<file path="src/logic/tbcmd_pkg.sv">
// Package with block field positions, constants and types for the texel block decoder.
package tbcmd_pkg;

	// ==========================================================================
	// Block field positions
	localparam int MODE_MSB        = 127;  // Top bit of the mode field.
	localparam int MODE_W          = 3;    // Width of the direct mode field.
	localparam int FLAG_BIT        = 124;  // Transparency variant flag in split-pair mode.
	localparam int G3_EXTRA_BIT    = 126;  // Extra green bit of colour 3.
	localparam int G1_EXTRA_BIT    = 125;  // Extra green bit of colour 1.
	localparam int G2_XOR_BIT      = 33;   // Folded into colour 2 extra green bit.
	localparam int G0_XOR_BIT      = 1;    // Folded into colour 0 extra green bit.
	localparam int COLOR_BASE_LSB  = 64;   // Lowest bit of colour 0 blue.
	localparam int COLOR_FIELD_W   = 15;   // Bits per packed colour.
	localparam int CHAN_W          = 5;    // Bits per packed channel.
	localparam int GREEN_OFS       = 5;    // Green offset inside a colour.
	localparam int RED_OFS         = 10;   // Red offset inside a colour.
	localparam int SEL_W           = 2;    // Texel selector width.
	localparam int NUM_COLORS      = 4;    // Colours held in a block.

	// ==========================================================================
	// Values
	localparam logic [2:0] MODE_DIRECT  = 3'h2;   // Mode code of the direct four-colour mode.
	localparam logic [7:0] ALPHA_OPAQUE = 8'hFF;  // Alpha of an opaque texel.
	localparam logic [7:0] ALPHA_CLEAR  = 8'h00;  // Alpha of the transparent entry.
	localparam logic [1:0] SEL_CLEAR    = 2'h3;   // Selector of the transparent entry.
	localparam logic [31:0] ARGB_RESET  = 32'h00000000;  // Output colour after reset.

	// ==========================================================================
	// Types
	typedef enum logic [1:0] {
		KIND_DIRECT,
		KIND_SPLIT,
		KIND_UNSUPPORTED
	} tbcmd_kind_t;

	typedef struct packed {
		logic        valid;
		logic        unsupported;
		logic [31:0] argb;
	} tbcmd_state_t;

endpackage

</file>
<file path="src/logic/tbcmd_decoder.sv">
// Texel decoder for direct four-colour and split-pair compressed blocks.
// Overview of operation
// - 010 top bits direct; top one split.
// - Texel n selector at bits 2n+1:2n.
// - Direct: ignore bit 124, replicate 5-bit channels.
// - Direct: selector picks colour, alpha 0FFh.
// - Bit 127 set means split-pair mode.
// - Bits 126/125 green extra; 124 is flag.
// - Flag zero: colours 2,0 extra green XORed.
// - Flag zero: all colours 5-6-5 expanded.
// - Flag zero low half: thirds table c0,c1.
// - Flag zero high half: thirds table c2,c3.
// - Flag one: c0,c2 5-5-5; c1,c3 5-6-5.
// - Flag one low half: c0, midpoint, c1, clear.
// - Flag one high half: c2, midpoint, c3, clear.
// - Flag one selector 3 gives all zero.
`timescale 1ns/1ps
module tbcmd_decoder (
	// Clock and reset.
	input  wire logic         clk_sys_i,
	input  wire logic         sys_rst_i,
	// Request from the sampling logic.
	input  wire logic         valid_i,
	input  wire logic [127:0] block_i,
	input  wire logic [4:0]   index_i,
	// Decoded texel.
	output logic              valid_o,
	output logic              unsupported_o,
	output logic      [31:0]  argb_o
);

	// ==========================================================================
	// Decode of the block fields
	tbcmd_pkg::tbcmd_state_t st;
	tbcmd_pkg::tbcmd_state_t next_st;
	tbcmd_pkg::tbcmd_kind_t  kind;
	logic                    flag;
	logic [1:0]              sel;
	logic [3:0]              gx;
	logic [3:0]              six;
	logic [7:0]              exp_r [4];
	logic [7:0]              exp_g [4];
	logic [7:0]              exp_b [4];
	logic [23:0]             pair_a;
	logic [23:0]             pair_b;
	logic [23:0]             blend;

	// Mode detection and texel selector fetch.
	always_comb begin
		flag = block_i[tbcmd_pkg::FLAG_BIT];
		// mode selection by the top bits.
		// top bit alone marks split-pair mode.
		if (block_i[tbcmd_pkg::MODE_MSB]) begin
			kind = tbcmd_pkg::KIND_SPLIT;
		end else if (block_i[tbcmd_pkg::MODE_MSB -: tbcmd_pkg::MODE_W] == tbcmd_pkg::MODE_DIRECT) begin
			kind = tbcmd_pkg::KIND_DIRECT;
		end else begin
			kind = tbcmd_pkg::KIND_UNSUPPORTED;
		end
		sel = block_i[{index_i, 1'b0} +: tbcmd_pkg::SEL_W];
	end

	// Extra green bits and which colours carry six green bits.
	always_comb begin
		// extra green bits of colours 3 and 1.
		gx[3] = block_i[tbcmd_pkg::G3_EXTRA_BIT];
		gx[1] = block_i[tbcmd_pkg::G1_EXTRA_BIT];
		// folded extra green bits of colours 2 and 0.
		gx[2] = block_i[tbcmd_pkg::G2_XOR_BIT] ^ block_i[tbcmd_pkg::G3_EXTRA_BIT];
		gx[0] = block_i[tbcmd_pkg::G0_XOR_BIT] ^ block_i[tbcmd_pkg::G1_EXTRA_BIT];
		// flag zero widens all four colours.
		// flag one widens only colours 1 and 3.
		if (kind != tbcmd_pkg::KIND_SPLIT) begin
			six = 4'h0;
		end else if (flag) begin
			six = 4'hA;
		end else begin
			six = 4'hF;
		end
	end

	// Channel expansion by replicating the upper bits.
	always_comb begin
		logic [4:0] r5;
		logic [4:0] g5;
		logic [4:0] b5;
		r5 = 5'h00;
		g5 = 5'h00;
		b5 = 5'h00;
		for (int k = 0; k < tbcmd_pkg::NUM_COLORS; k++) begin
			r5 = block_i[tbcmd_pkg::COLOR_BASE_LSB + k*tbcmd_pkg::COLOR_FIELD_W + tbcmd_pkg::RED_OFS +: tbcmd_pkg::CHAN_W];
			g5 = block_i[tbcmd_pkg::COLOR_BASE_LSB + k*tbcmd_pkg::COLOR_FIELD_W + tbcmd_pkg::GREEN_OFS +: tbcmd_pkg::CHAN_W];
			b5 = block_i[tbcmd_pkg::COLOR_BASE_LSB + k*tbcmd_pkg::COLOR_FIELD_W +: tbcmd_pkg::CHAN_W];
			// five-bit channels copy their top three bits below.
			exp_r[k] = {r5, r5[4:2]};
			exp_b[k] = {b5, b5[4:2]};
			// six-bit green repeats its top two bits below.
			exp_g[k] = six[k] ? {g5, gx[k], g5[4:3]} : {g5, g5[4:2]};
		end
	end

	// Base pair of the addressed half.
	always_comb begin
		// index top bit picks the colour pair.
		if (index_i[4]) begin
			pair_a = {exp_r[2], exp_g[2], exp_b[2]};
			pair_b = {exp_r[3], exp_g[3], exp_b[3]};
		end else begin
			pair_a = {exp_r[0], exp_g[0], exp_b[0]};
			pair_b = {exp_r[1], exp_g[1], exp_b[1]};
		end
	end

	// ==========================================================================
	// Table lookup, one blender per channel
	// thirds table on the lower half.
	// thirds table on the upper half.
	// midpoint table on the lower half.
	// midpoint table on the upper half.
	for (genvar ch = 0; ch < 3; ch++) begin : g_chan
		tbcmd_lerp #(
			.W (8)
		) u_lerp (
			.a_i      (pair_a[ch*8 +: 8]),
			.b_i      (pair_b[ch*8 +: 8]),
			.sel_i    (sel),
			.thirds_i (~flag),
			.y_o      (blend[ch*8 +: 8])
		);
	end

	// ==========================================================================
	// Result register
	always_comb begin
		next_st             = st;
		next_st.valid       = valid_i;
		next_st.unsupported = 1'b0;
		if (valid_i) begin
			case (kind)
				tbcmd_pkg::KIND_DIRECT: begin
					next_st.argb = {tbcmd_pkg::ALPHA_OPAQUE, exp_r[sel], exp_g[sel], exp_b[sel]};
				end
				tbcmd_pkg::KIND_SPLIT: begin
					if (flag && sel == tbcmd_pkg::SEL_CLEAR) begin
						next_st.argb = {tbcmd_pkg::ALPHA_CLEAR, 24'h000000};
					end else begin
						next_st.argb = {tbcmd_pkg::ALPHA_OPAQUE, blend};
					end
				end
				default: begin
					next_st.unsupported = 1'b1;
					next_st.argb        = tbcmd_pkg::ARGB_RESET;
				end
			endcase
		end
	end

	// State register with synchronous reset.
	always_ff @(posedge clk_sys_i) begin
		if (sys_rst_i) begin
			st <= '{valid: 1'b0, unsupported: 1'b0, argb: tbcmd_pkg::ARGB_RESET};
		end else begin
			st <= next_st;
		end
	end

	assign valid_o       = st.valid;
	assign unsupported_o = st.unsupported;
	assign argb_o        = st.argb;
endmodule

</file>
<file path="src/logic/tbcmd_lerp.sv">
// Per-channel colour table entry for one half of a split-pair block.
`timescale 1ns/1ps
module tbcmd_lerp #(
	parameter int W = 8
) (
	// Base colours of the half.
	input  wire logic [W-1:0] a_i,
	input  wire logic [W-1:0] b_i,
	// Texel selector and table variant.
	input  wire logic [1:0]   sel_i,
	input  wire logic         thirds_i,
	// Chosen channel value.
	output logic      [W-1:0] y_o
);

	logic [W+1:0] a_w;
	logic [W+1:0] b_w;
	logic [W+1:0] near_a;
	logic [W+1:0] near_b;
	logic [W+1:0] mid;

	// Unsigned blends with truncating division.
	// per-channel integer blends.
	always_comb begin
		a_w    = {2'h0, a_i};
		b_w    = {2'h0, b_i};
		near_a = ((a_w << 1) + b_w + (W+2)'(1)) / (W+2)'(3);
		near_b = (a_w + (b_w << 1) + (W+2)'(1)) / (W+2)'(3);
		mid    = (a_w + b_w) >> 1;
	end

	// Table lookup: thirds table for the opaque variant, midpoint table otherwise.
	always_comb begin
		case (sel_i)
			2'h0: y_o = a_i;
			2'h1: y_o = thirds_i ? near_a[W-1:0] : mid[W-1:0];
			2'h2: y_o = thirds_i ? near_b[W-1:0] : b_i;
			default: y_o = thirds_i ? b_i : '0;
		endcase
	end

endmodule

</file>
<file path="config.mk">
export PLATFORM = sky130hd
export DESIGN_NAME = tbcmd_decoder
export DESIGN_NICKNAME = d
export VERILOG_FILES = /design/src/logic/tbcmd_pkg.sv /design/src/logic/tbcmd_decoder.sv /design/src/logic/tbcmd_lerp.sv
export SDC_FILE = /design/constraint.sdc
export NUM_CORES = 1
export LEC_CHECK = 0
export BUFFER_PORTS_ARGS = -buffer_cell sky130_fd_sc_hd__buf_2
export CAP_MARGIN = 20
export CORE_AREA = 2 2 223 225
export DETAILED_ROUTE_END_ITERATION = 7
export DIE_AREA = 0 0 225 227
export GPL_TIMING_DRIVEN = 0
export PLACE_DENSITY_LB_ADDON = 0.05
export SLEW_MARGIN = 15
export SYNTH_ARGS = -nofsm -noshare
export SYNTH_HDL_FRONTEND = slang
export SYNTH_SLANG_ARGS = --single-unit
</file>
<file path="constraint.sdc">
create_clock -name clk_sys_i -period 17.4 [get_ports clk_sys_i]
set_input_delay 1.74 -clock clk_sys_i [delete_from_list [all_inputs] [get_ports clk_sys_i]]
set_output_delay 1.74 -clock clk_sys_i [all_outputs]
set_load 0.01 [all_outputs]
</file>
==> run summary, run 1 <==
FINAL LAYOUT
------------------------------------------------------------------------------------
Final standard cell utilization of the core                                    27.4%
Fillers                                                                        5,365
Nets@finish                                                                    1,999
Commonest non-fill, non-tap cells in the layout                         175 x sky130_fd_sc_hd__buf_2, 148 x sky130_fd_sc_hd__nand2_1, 135 x sky130_fd_sc_hd__nor2_1
Cell area after layout                                                    13,300 µm²
Growth of design area from synthesis to finish                                 14.7%
Most common cell after layout, fill and taps aside                      sky130_fd_sc_hd__buf_2
Proportion of layout cells with a drive suffix above 1                         17.7%

CLOCK TREE
------------------------------------------------------------------------------------
Clock Root Buffer                                                       sky130_fd_sc_hd__clkbuf_16
Clock slew seen by the registers of the worst setup and hold paths            100 ps
Number of buffers added for setup after CTS                                        0
Number of hold buffers added after CTS                                             0
Worst-skew pair later-pin latency                                             290 ps
Number of resized instances in the post-cts repair step                            0
Number of clock buffers inserted by TritonCTS                                      3
Clock sink count                                                                  27
# H-tree levels                                                                    1
Bufs on Longest Clock Path                                                         2
CTS tree                                                                       built

PLACED DESIGN
------------------------------------------------------------------------------------
Detailed-placement wirelength estimate                                     44,400 µm
IO Port Bufs                                                                     164
Post-place instance area                                                  13,200 µm²
Worst slack after detailed placement                                         7220 ps
Weighted congestion at the end of routability-driven global placement          0.872

GLOBAL ROUTING
------------------------------------------------------------------------------------
Wire length of the first global-routing pass                               82,400 µm
Number of antenna violations at the first check in global routing                  2
Maximum number of pins on one net before global-route repair                      18
Via count of the first global-routing pass                                    13,200
GRT overflow                                                                       0
Global-route usage over all layers                                             20.8%

SYNTHESIS
------------------------------------------------------------------------------------
Synth top area cells                                                    sky130_fd_sc_hd__mux4_2 7.0%, sky130_fd_sc_hd__ha_1 6.7%, sky130_fd_sc_hd__a21oi_1 5.8%
Total of warnings raised by yosys                                                  0
Mean post-synth cell area                                                   7.15 µm²
Largest area contributor in the synthesized netlist                     sky130_fd_sc_hd__mux4_2
Proportion of synthesized flip-flops having asynchronous set or reset             0%
Cell count after synthesis                                                     1,623
Number of storage elements in the synthesis netlist                               27
Post-Synthesis Net Count                                                       1,828
Top_reg_cell synth                                                      sky130_fd_sc_hd__dfxtp_1
Unique masters post-synth                                                        107
Number of enable flip-flop cells after synthesis                                   0
Synthesized area                                                          11,600 µm²
Top-area cell type share of the netlist area                                   6.98%
Part of the Yosys area used for sequential elements                            4.65%

POWER AND IR DROP
------------------------------------------------------------------------------------
Total power per unit cell area                                           99.6 nW/µm²
IR Drop Worst-Case VDD                                                   0.0000384 V
Clock power frac                                                                4.7%
Cell-internal power                                                         0.539 mW
Combinational share of power                                                   89.5%
Switching part of the total                                                    59.4%
Net load switching power                                                    0.788 mW
Leakage power                                                                5.15 nW
Sequential share of power                                                       5.8%

WORST HOLD PATH
------------------------------------------------------------------------------------
WHS Endpoint                                                              argb_o[11]
Worst hold stages                                                                  2
Worst hold-check path type                                              flop to flop
Launch point of the worst hold path                                       argb_o[11]

WORST SETUP PATH
------------------------------------------------------------------------------------
Nature of the critical path endpoint                                            flop
Worst setup SP type                                                        input pin
Critical Path Source                                                      index_i[4]
Arrival time worst endpoint                                                10,180 ps
Endpoint of the most critical register-to-register path                    argb_o[0]
Launch point of the worst reg-to-reg path                                  argb_o[0]
Cells on worst reg2reg path                                                        6
Setup slack, reg-to-reg                                                    16,010 ps
Critical path class                                                     input pin to flop
Critical path peak fanout                                                         10
Required time of the worst setup path                                      17,580 ps

STA
------------------------------------------------------------------------------------
Normalized max-slew margin                                                     23.6%
Tcrit/Tclk final                                                               57.4%
Smallest setup slack after layout                                            7410 ps
Final-layout setup total negative slack                                         0 ps
Count of final hold-check violations                                               0
Unrepaired setup endpoints after global routing                                false
Max-slew violations                                                                0
Post-layout min period                                                       9990 ps
Tightest Pin Transition                                                      1150 ps
Maximum clock rate                                                         0.100 GHz
Number of endpoints failing setup at the final stage                               0
Clock Skew                                                                      0 ps

FLOORPLANNING
------------------------------------------------------------------------------------
Number of I/O pins                                                               170
Vertical die dimension                                                        227 µm
Area of the die                                                           51,100 µm²
Core Area                                                                 48,500 µm²
Starting density of the core                                                   23.9%
Width of the chip                                                             225 µm
Placement Rows                                                                    81

ROUTE
------------------------------------------------------------------------------------
Average detailed-routed wire length per instance                             22.9 µm
Drc violations                                                                     0
Violation count after the first detailed-route iteration                       1,180
Total number of vias                                                          13,900
Post-route ant nets                                                                0
Total wirelength of the detailed-routed design                             55,200 µm
Vias per inst                                                                   5.75
Length of the first detailed-routing pass in iterations                            5

OUTCOME
------------------------------------------------------------------------------------
Outcome                                                                 complete, no violations

FLOW RUN
------------------------------------------------------------------------------------
Maximum Capacitance Violations                                                     0

[sequential cells by signal, indices dropped and copies added, names as in the netlist]
signal	cells
unsupported_o	1
valid_o	1
argb_o	25
[cells in the mapped netlist (38+ instances only)]
library cell / number
sky130_fd_sc_hd__nand2_1: 148
sky130_fd_sc_hd__nor2_1: 135
sky130_fd_sc_hd__a21oi_1: 134
sky130_fd_sc_hd__o21ai_0: 111
sky130_fd_sc_hd__clkbuf_1: 80
sky130_fd_sc_hd__xnor2_1: 64
sky130_fd_sc_hd__ha_1: 62
sky130_fd_sc_hd__inv_1: 55
sky130_fd_sc_hd__nor3_1: 51
sky130_fd_sc_hd__nand3_1: 49
sky130_fd_sc_hd__mux2i_1: 42
sky130_fd_sc_hd__a211oi_1: 38
[cell families (layout without fill, tap and decap cells)]
group	count (synthesis)	after routing	share of synthesized area, %
buffers and inverters	175	345	6.36
other	0	1	0
AO/OA/AOI/OAI	643	643	39.4
XOR/XNOR	92	92	7.18
adder cells (fa/ha/maj)	72	72	8.16
flip-flops	27	27	4.65
AND/OR/NAND/NOR	508	508	20.5
multiplexers	106	106	13.8
[through the flow]
stage | hold slack (ps) | std cells | power (mW)
after floorplan | 495 | 1623 | 0.929
after global placement | 472 | 2409 | 1.25
after detailed placement | 478 | 2410 | 1.25
after CTS | 490 | 2414 | 1.32
after global routing | 524 | 2416 | 1.44
final | 485 | 2416 | 1.33
[cell type report]
type / count / area [µm²] / share of cell area [%]
diodes: 1 / 2.50 / 0.0188
plain buffers: 112 / 502 / 3.77
clock buffers: 3 / 75.1 / 0.564
clock inverters: 1 / 8.76 / 0.0658
inverters: 63 / 236 / 1.78
multi-input cells: 1421 / 10300 / 77.6
flip-flops and latches: 27 / 541 / 4.06
well taps: 622 / 778 / 5.84
repair buffers: 166 / 840 / 6.30
[worst max-delay path, stage by stage]
cell and delay (ps):
sky130_fd_sc_hd__buf_6 170, sky130_fd_sc_hd__buf_6 220, sky130_fd_sc_hd__buf_6 250, sky130_fd_sc_hd__clkbuf_1 870
sky130_fd_sc_hd__buf_1 820, sky130_fd_sc_hd__mux2i_1 580, sky130_fd_sc_hd__inv_1 280, sky130_fd_sc_hd__ha_1 330
sky130_fd_sc_hd__clkbuf_1 180, sky130_fd_sc_hd__and3_1 210, sky130_fd_sc_hd__a221oi_2 420, sky130_fd_sc_hd__o21bai_1 200
sky130_fd_sc_hd__xor2_1 680, sky130_fd_sc_hd__xnor3_1 340, sky130_fd_sc_hd__a211oi_1 270, sky130_fd_sc_hd__a22oi_1 150
sky130_fd_sc_hd__o21ai_1 200, sky130_fd_sc_hd__clkbuf_1 400, sky130_fd_sc_hd__o221a_2 270, sky130_fd_sc_hd__o21ai_1 100
sky130_fd_sc_hd__ha_1 250, sky130_fd_sc_hd__o21bai_1 170, sky130_fd_sc_hd__nor4_1 590, sky130_fd_sc_hd__nand3_1 160
sky130_fd_sc_hd__a21oi_1 200, sky130_fd_sc_hd__o31ai_1 90
[per-layer routing]
metal / track usage (%) / wire (µm) / vias to the layer above
met5: 0 / 11 / -
met1: 28.7 / 25600 / 6783
met3: 1.57 / 2610 / 47
met4: 4.64 / 1200 / 2
met2: 35.5 / 25800 / 431
li1: - / - / 6619
[worst max path at each step]
stage                end  slack [ps]  depth (start not counted)
3_5_place_dp   argb_o[0]        7220                         26
3_3_place_gp   argb_o[0]        7130                         26
4_1_cts        argb_o[0]        7510                         26
5_1_grt        argb_o[0]        6920                         26
2_1_floorplan  argb_o[8]        9870                         30
6_report       argb_o[0]        7410                         26
[power groups by stage]
stage                     clock [mW]  combinational, mW  sequential (mW)
final                         0.0623               1.19           0.0775
after CTS                     0.0630               1.17           0.0778
after floorplan                    0              0.852           0.0771
after global placement             0               1.18           0.0792
after global routing          0.0643               1.30           0.0780
after detailed placement           0               1.17           0.0792
(Power assumes the default switching activity.)
==> inputs of run 2 (changes only) <==
Settings changed: ABC_AREA from default to 1, CORE_AREA 2 2 223 225 to 2 2 192 194, DIE_AREA 0 0 225 227 to 0 0 194 196.
Clock period 17.4 ns to 9.5 ns, I/O delays scaled along.
==> run 2 against run 1 <==
  * Utilization rose by 0.40 points
  * Final cell count fell by 9.5%
  * Largest cell class unchanged
  * Synthesized cell count down 4.6%
  * Combinational power grew 40%
  * Clock skew unchanged
  * Worst hold slack worse by 19 ps
  * Area after synthesis down 26%
  * Clock power rose by 69%
  * Total power increased by 44%
  * Die area decreased by 26%
  * Critical endpoint is now argb_o[16]
  * Critical path type unchanged
  * Sequential power up 72%
  * First-iteration DRC count shrank 51%
==> run summary, run 2 <==
GLOBAL ROUTING
------------------------------------------------------------------------------------
Global-route usage over all layers                                             20.7%   -0.15 points
GRT overflow                                                                       0   unchanged
Maximum number of pins on one net before global-route repair                      17   -1
Number of antenna violations at the first check in global routing                  0   -2
Wire length of the first global-routing pass                               61,000 µm   -26%
Via count of the first global-routing pass                                    10,600   -20%

CLOCK TREE
------------------------------------------------------------------------------------
Number of clock buffers inserted by TritonCTS                                      3   unchanged
# H-tree levels                                                                    1   unchanged
Worst-skew pair later-pin latency                                             270 ps   -20 ps
Clock slew seen by the registers of the worst setup and hold paths             80 ps   -20 ps
Number of resized instances in the post-cts repair step                            0   unchanged
Clock sink count                                                                  27   unchanged
Number of hold buffers added after CTS                                             0   unchanged
Clock Root Buffer                                                       sky130_fd_sc_hd__clkbuf_16
Number of buffers added for setup after CTS                                        0   unchanged
CTS tree                                                                       built
Bufs on Longest Clock Path                                                         2   unchanged

WORST HOLD PATH
------------------------------------------------------------------------------------
Worst hold-check path type                                              flop to flop
Launch point of the worst hold path                                       argb_o[12]

POWER AND IR DROP
------------------------------------------------------------------------------------
Total power per unit cell area                                            190 nW/µm²   +91%
IR Drop Worst-Case VDD                                                    0.000101 V   +160%
Leakage power                                                                5.35 nW   +3.9%

ROUTE
------------------------------------------------------------------------------------
Length of the first detailed-routing pass in iterations                            5   unchanged
Total number of vias                                                          10,800   -22%
Drc violations                                                                     0   unchanged
Violation count after the first detailed-route iteration                         576   -51%
Vias per inst                                                                   4.93   -14%
Average detailed-routed wire length per instance                             18.3 µm   -20%
Total wirelength of the detailed-routed design                             40,100 µm   -27%
Post-route ant nets                                                                0   unchanged

WORST SETUP PATH
------------------------------------------------------------------------------------
Arrival time worst endpoint                                                  7920 ps   -2260 ps
Critical Path Source                                                      index_i[4]
Master of the slowest instance on the critical path                     sky130_fd_sc_hd__clkbuf_1
Critical Path Most Common Cell                                          sky130_fd_sc_hd__nand2_1
Required time of the worst setup path                                        9710 ps   -7870 ps
Largest stage delay, worst path                                               600 ps   -270 ps
Worst setup SP type                                                        input pin
Critical path class                                                     input pin to flop
Critical path peak fanout                                                         10   unchanged
Nature of the critical path endpoint                                            flop
Launch point of the worst reg-to-reg path                                 argb_o[30]

SYNTHESIS
------------------------------------------------------------------------------------
Synth top area cells                                                    sky130_fd_sc_hd__nand2_1 19%, sky130_fd_sc_hd__ha_1 9.1%, sky130_fd_sc_hd__o21ai_0 9.0%
Number of enable flip-flop cells after synthesis                                   0   unchanged
Total of warnings raised by yosys                                                  0   unchanged
Largest area contributor in the synthesized netlist                     sky130_fd_sc_hd__nand2_1
Top_reg_cell synth                                                      sky130_fd_sc_hd__dfxtp_1
Number of storage elements in the synthesis netlist                               27   unchanged
Proportion of synthesized flip-flops having asynchronous set or reset             0%   unchanged
Synthesized area                                                            8550 µm²   -26%
Ranking of synthesized cells by instance count                          441 x sky130_fd_sc_hd__nand2_1, 192 x sky130_fd_sc_hd__inv_1, 153 x sky130_fd_sc_hd__o21ai_0
Top-area cell type share of the netlist area                                   19.4%   +12 points
Unique masters post-synth                                                         58   -46%
Post-Synthesis Net Count                                                       1,754   -4.0%
Cell with the most instances after synthesis                            sky130_fd_sc_hd__nand2_1
Mean post-synth cell area                                                   5.52 µm²   -23%
Part of the Yosys area used for sequential elements                            6.32%   +1.7 points
Cell count after synthesis                                                     1,549   -4.6%

PLACED DESIGN
------------------------------------------------------------------------------------
Inst Count DP                                                                  2,182   -9.5%
IO Port Bufs                                                                     165   +0.61%
Post-place instance area                                                    9960 µm²   -25%
Detailed-placement wirelength estimate                                     33,600 µm   -24%
Weighted congestion at the end of routability-driven global placement          0.908   +4.0%

STA
------------------------------------------------------------------------------------
Clock Skew                                                                      0 ps   unchanged
Maximum clock rate                                                         0.130 GHz
Unrepaired setup endpoints after global routing                                false
Normalized max-slew margin                                                     22.1%   -1.5 points
Post-layout min period                                                       7700 ps
Count of final hold-check violations                                               0   unchanged
Hold_ws                                                                       466 ps   -19.4 ps
Tcrit/Tclk final                                                               81.1%
Number of endpoints failing setup at the final stage                               0   unchanged
Tightest Pin Transition                                                      1170 ps   +22.2 ps
Final-layout setup total negative slack                                         0 ps   unchanged
Max-slew violations                                                                0   unchanged

FLOORPLANNING
------------------------------------------------------------------------------------
Width of the chip                                                             194 µm   -14%
Area of the die                                                           38,000 µm²   -26%
Vertical die dimension                                                        196 µm   -14%
Number of I/O pins                                                               170   unchanged
Placement Rows                                                                    70   -14%
Core Area                                                                 36,100 µm²   -26%
Starting density of the core                                                   23.7%   -0.23 points

FINAL LAYOUT
------------------------------------------------------------------------------------
Proportion of layout cells with a drive suffix above 1                         18.0%   +0.36 points
Area of the multi-input gates                                               6900 µm²   -33%
Flip-flop count of the largest register after layout                              25   unchanged
Antenna diode count                                                                0   -1
Finished Layout Cells                                                          2,186   -9.5%
Register area                                                                541 µm²   unchanged
Fillers                                                                        4,239   -21%
Nets@finish                                                                    1,924   -3.8%
Final standard cell utilization of the core                                    27.8%   +0.40 points
Most common cell after layout, fill and taps aside                      sky130_fd_sc_hd__nand2_1
Commonest non-fill, non-tap cells in the layout                         441 x sky130_fd_sc_hd__nand2_1, 192 x sky130_fd_sc_hd__inv_1, 169 x sky130_fd_sc_hd__buf_2
Growth of design area from synthesis to finish                                 17.5%
Cell area after layout                                                    10,000 µm²   -25%

FLOW RUN
------------------------------------------------------------------------------------
Maximum Capacitance Violations                                                     0   unchanged

OUTCOME
------------------------------------------------------------------------------------
Outcome                                                                 complete, no violations

[run 2: layout make-up]
class | instances | area share [%]
multi-input combinational | 1254 | 68.7
clock inverter | 1 | 0.0748
inverter | 213 | 8.04
sequential | 27 | 5.38
buffer | 55 | 3.00
timing repair buffer | 165 | 8.22
tap | 468 | 5.83
clock buffer | 3 | 0.748
[run 2: worst paths after layout]
check	to	slack [ps]	depth (start not counted)
worst max-delay path	argb_o[16]	1800	45
worst min-delay path	argb_o[12]	470	2
worst max register to register	argb_o[30]	8600	2
worst min register to register	argb_o[12]	470	2
[run 2: power breakdown]
group	leakage (nW)	internal, mW	switching, mW	total (mW)
Sequential	0.223	0.124	0.00903	0.133
Combinational	5.09	0.539	1.13	1.67
Clock	0.0371	0.0576	0.0476	0.105
[run 2: worst max-delay path, delay by kind of cell]
kind,cells,cell delay (ps)
AOI/OAI and AO/OA,5,870
xor gates and xnor gates,1,190
adders and majority gates,2,580
buffers and inverters,6,1930
and+or+nand+nor,31,3360
[run 2: kinds of logic after synthesis]
kind of cell | after synthesis | share of synthesized area (%)
xor gates and xnor gates | 35 | 3.59
AOI/OAI and AO/OA | 382 | 26.2
DFF | 27 | 6.32
buffers and inverters | 268 | 13.0
and+or+nand+nor | 768 | 40.2
adders and majority gates | 69 | 10.7
[run 2: routing by layer]
| layer | track usage, % | vias up | wire [µm] |
|---|---|---|---|
| met5 | 0 | - | 0 |
| met1 | 27.2 | 4939 | 18600 |
| met4 | 5.50 | 0 | 930 |
| met2 | 35.6 | 306 | 18600 |
| met3 | 2.49 | 47 | 1960 |
| li1 | - | 5494 | - |
[run 2: metrics by stage]
stage	worst slack [ps]	power (mW)
2_1_floorplan	3610	1.35
5_1_grt	1010	2.15
3_3_place_gp	1500	1.80
4_1_cts	1820	1.92
3_5_place_dp	1530	1.80
6_report	1800	1.91
==> inputs of run 3 (changes only) <==
Clock period 9.5 ns to 7.4 ns, I/O delays scaled along.
==> run 3 against run 2 <==
  * Via count decreased by 0.45%
  * Non-clock buffer count down 2
  * Setup slack got worse by 940 ps
  * Final area is essentially flat
  * Total power increased by 28%
  * Largest cell class unchanged
==> run summary, run 3 (synthesized netlist as in run 2, its figures left out) <==
CLOCK TREE
------------------------------------------------------------------------------------
CTS tree                                                                       built
Clock sink count                                                                  27   unchanged
Clock Root Buffer                                                       sky130_fd_sc_hd__clkbuf_16
Number of buffers added for setup after CTS                                        0   unchanged
Number of clock buffers inserted by TritonCTS                                      3   unchanged
Number of hold buffers added after CTS                                             0   unchanged
Clock slew seen by the registers of the worst setup and hold paths             80 ps   about the same
Bufs on Longest Clock Path                                                         2   unchanged
Worst-skew pair later-pin latency                                             270 ps   about the same
# H-tree levels                                                                    1   unchanged

ROUTE
------------------------------------------------------------------------------------
Post-route ant nets                                                                0   unchanged
Total number of vias                                                          10,700   -0.45%
Drc violations                                                                     0   unchanged
Vias per inst                                                                   4.92   -0.35%
Average detailed-routed wire length per instance                             18.2 µm   -0.54%
Total wirelength of the detailed-routed design                             39,800 µm   -0.63%
Violation count after the first detailed-route iteration                         610   +5.9%
Length of the first detailed-routing pass in iterations                            6   +1

STA
------------------------------------------------------------------------------------
Post-layout min period                                                       6540 ps
Number of endpoints failing setup at the final stage                               0   unchanged
Normalized max-slew margin                                                     24.0%   +1.9 points
Clock Skew                                                                      0 ps   unchanged
Maximum clock rate                                                         0.153 GHz
Unrepaired setup endpoints after global routing                                false
Count of final hold-check violations                                               0   unchanged
Max-slew violations                                                                0   unchanged
Tcrit/Tclk final                                                               88.4%
Hold_ws                                                                       465 ps   -0.916 ps
Tightest Pin Transition                                                      1140 ps   -28.7 ps
Smallest setup slack after layout                                             859 ps   -939 ps

FINAL LAYOUT
------------------------------------------------------------------------------------
Growth of design area from synthesis to finish                                 17.4%   about the same
Area of the multi-input gates                                               6900 µm²   unchanged
Commonest non-fill, non-tap cells in the layout                         441 x sky130_fd_sc_hd__nand2_1, 192 x sky130_fd_sc_hd__inv_1, 168 x sky130_fd_sc_hd__buf_2
Flip-flop count of the largest register after layout                              25   unchanged
Fillers                                                                        4,240   +0.024%
Antenna diode count                                                                0   unchanged
Nets@finish                                                                    1,922   -0.10%
Most common cell after layout, fill and taps aside                      sky130_fd_sc_hd__nand2_1
Proportion of layout cells with a drive suffix above 1                         18.1%   +0.079 points
Register area                                                                541 µm²   unchanged

FLOORPLANNING
------------------------------------------------------------------------------------
Number of I/O pins                                                               170   unchanged
Area of the die                                                           38,000 µm²   unchanged
Core Area                                                                 36,100 µm²   unchanged
Placement Rows                                                                    70   unchanged
Width of the chip                                                             194 µm   unchanged
Starting density of the core                                                   23.7%   unchanged
Vertical die dimension                                                        196 µm   unchanged

GLOBAL ROUTING
------------------------------------------------------------------------------------
Wire length of the first global-routing pass                               60,900 µm   -0.16%
Maximum number of pins on one net before global-route repair                      20   +3
Via count of the first global-routing pass                                    10,600   -0.16%
GRT overflow                                                                       0   unchanged
Number of antenna violations at the first check in global routing                  0   unchanged
Global-route usage over all layers                                             20.6%   -0.044 points

POWER AND IR DROP
------------------------------------------------------------------------------------
Net load switching power                                                     1.52 mW   +28%
Total power per unit cell area                                            243 nW/µm²   +28%
IR Drop Worst-Case VDD                                                    0.000129 V   +28%
Cell-internal power                                                         0.925 mW   +28%
Leakage power                                                                5.35 nW   about the same
Sequential share of power                                                       7.0%   about the same
Switching part of the total                                                    62.1%   -0.089 points
Clock power frac                                                                5.6%   about the same
Combinational share of power                                                   87.4%   about the same

OUTCOME
------------------------------------------------------------------------------------
Outcome                                                                 complete, no violations

PLACED DESIGN
------------------------------------------------------------------------------------
Detailed-placement wirelength estimate                                     33,600 µm   unchanged
Weighted congestion at the end of routability-driven global placement          0.908   unchanged
IO Port Bufs                                                                     165   unchanged
Worst slack after detailed placement                                         -361 ps   -1890 ps

WORST SETUP PATH
------------------------------------------------------------------------------------
Largest stage delay, worst path                                               450 ps   -150 ps
Critical Path Most Common Cell                                          sky130_fd_sc_hd__nand2_1
Required time of the worst setup path                                        7560 ps   -2150 ps
Critical path class                                                     input pin to flop
Critical path peak fanout                                                         10   unchanged
Nature of the critical path endpoint                                            flop
Worst setup SP type                                                        input pin
Master of the slowest instance on the critical path                     sky130_fd_sc_hd__ha_1
Arrival time worst endpoint                                                  6700 ps   -1220 ps

FLOW RUN
------------------------------------------------------------------------------------
Maximum Capacitance Violations                                                     0   unchanged

WORST HOLD PATH
------------------------------------------------------------------------------------
Worst hold-check path type                                              flop to flop

[run 3: cell count changes in the layout (fill, tap and decap cells not counted), sizes merged]
| cell | delta |
|---|---|
| buf | -1 |
| clkbuf | -1 |
[run 3: through the flow]
| stage | util, % | setup TNS [ps] | area (µm²) | std cells | total power [mW] |
|---|---|---|---|---|---|
| 3_3_place_gp | 27.6 | -1020 | 9960 | 2182 | 2.30 |
| 5_1_grt | 27.8 | 0 | 10000 | 2184 | 2.76 |
| 6_report | 27.8 | 0 | 10000 | 2184 | 2.44 |
| 3_5_place_dp | 27.6 | -1070 | 9960 | 2182 | 2.31 |
| 4_1_cts | 27.8 | 0 | 10000 | 2185 | 2.46 |
| 2_1_floorplan | - | 0 | 8550 | 1549 | 1.74 |
[run 3: power by group through the flow]
stage	logic (mW)	clock network (mW)	registers [mW]
3_5_place_dp	2.14	0	0.174
6_report	2.14	0.136	0.170
5_1_grt	2.44	0.143	0.172
2_1_floorplan	1.56	0	0.176
4_1_cts	2.15	0.138	0.171
3_3_place_gp	2.13	0	0.174
[run 3: layer usage]
metal	global-route usage, %	routed length (µm)	up-vias
met5	0	0	-
met4	5.30	924	0
met3	2.51	2000	48
met2	35.7	18600	270
met1	27.2	18300	4932
li1	-	-	5488
[run 3: final cells by class]
cell class | instances | area share (%)
multi-input combinational | 1254 | 68.7
clock inverter | 1 | 0.0748
sequential | 27 | 5.39
timing repair buffer | 165 | 8.23
buffer | 53 | 2.94
inverter | 213 | 8.04
tap | 468 | 5.83
clock buffer | 3 | 0.748
[run 3: worst paths after layout]
check | startpoint | end | slack [ps] | cells past startpoint
setup / recovery | index_i[4] | argb_o[0] | 860 | 45
hold / removal | argb_o[12] | argb_o[12] | 460 | 2
setup reg to reg | argb_o[30] | argb_o[30] | 6490 | 2
hold reg to reg | argb_o[12] | argb_o[12] | 460 | 2
[run 3: timing repair]
| item | CTS | global route |
|---|---|---|
| resized for setup | 0 | 4 |
| gates cloned | 0 | 0 |
| pin swaps | 0 | 0 |
| endpoints found under the setup margin | 1 | 4 |
| endpoints found under the hold margin | 0 | 0 |
[run 3: worst max-delay path: cells and delay by family]
kind,cells,cell delay (ps)
AOI/OAI and AO/OA,7,1010
adders and majority gates,2,710
buffers and inverters,8,1170
and+or+nand+nor,28,3030
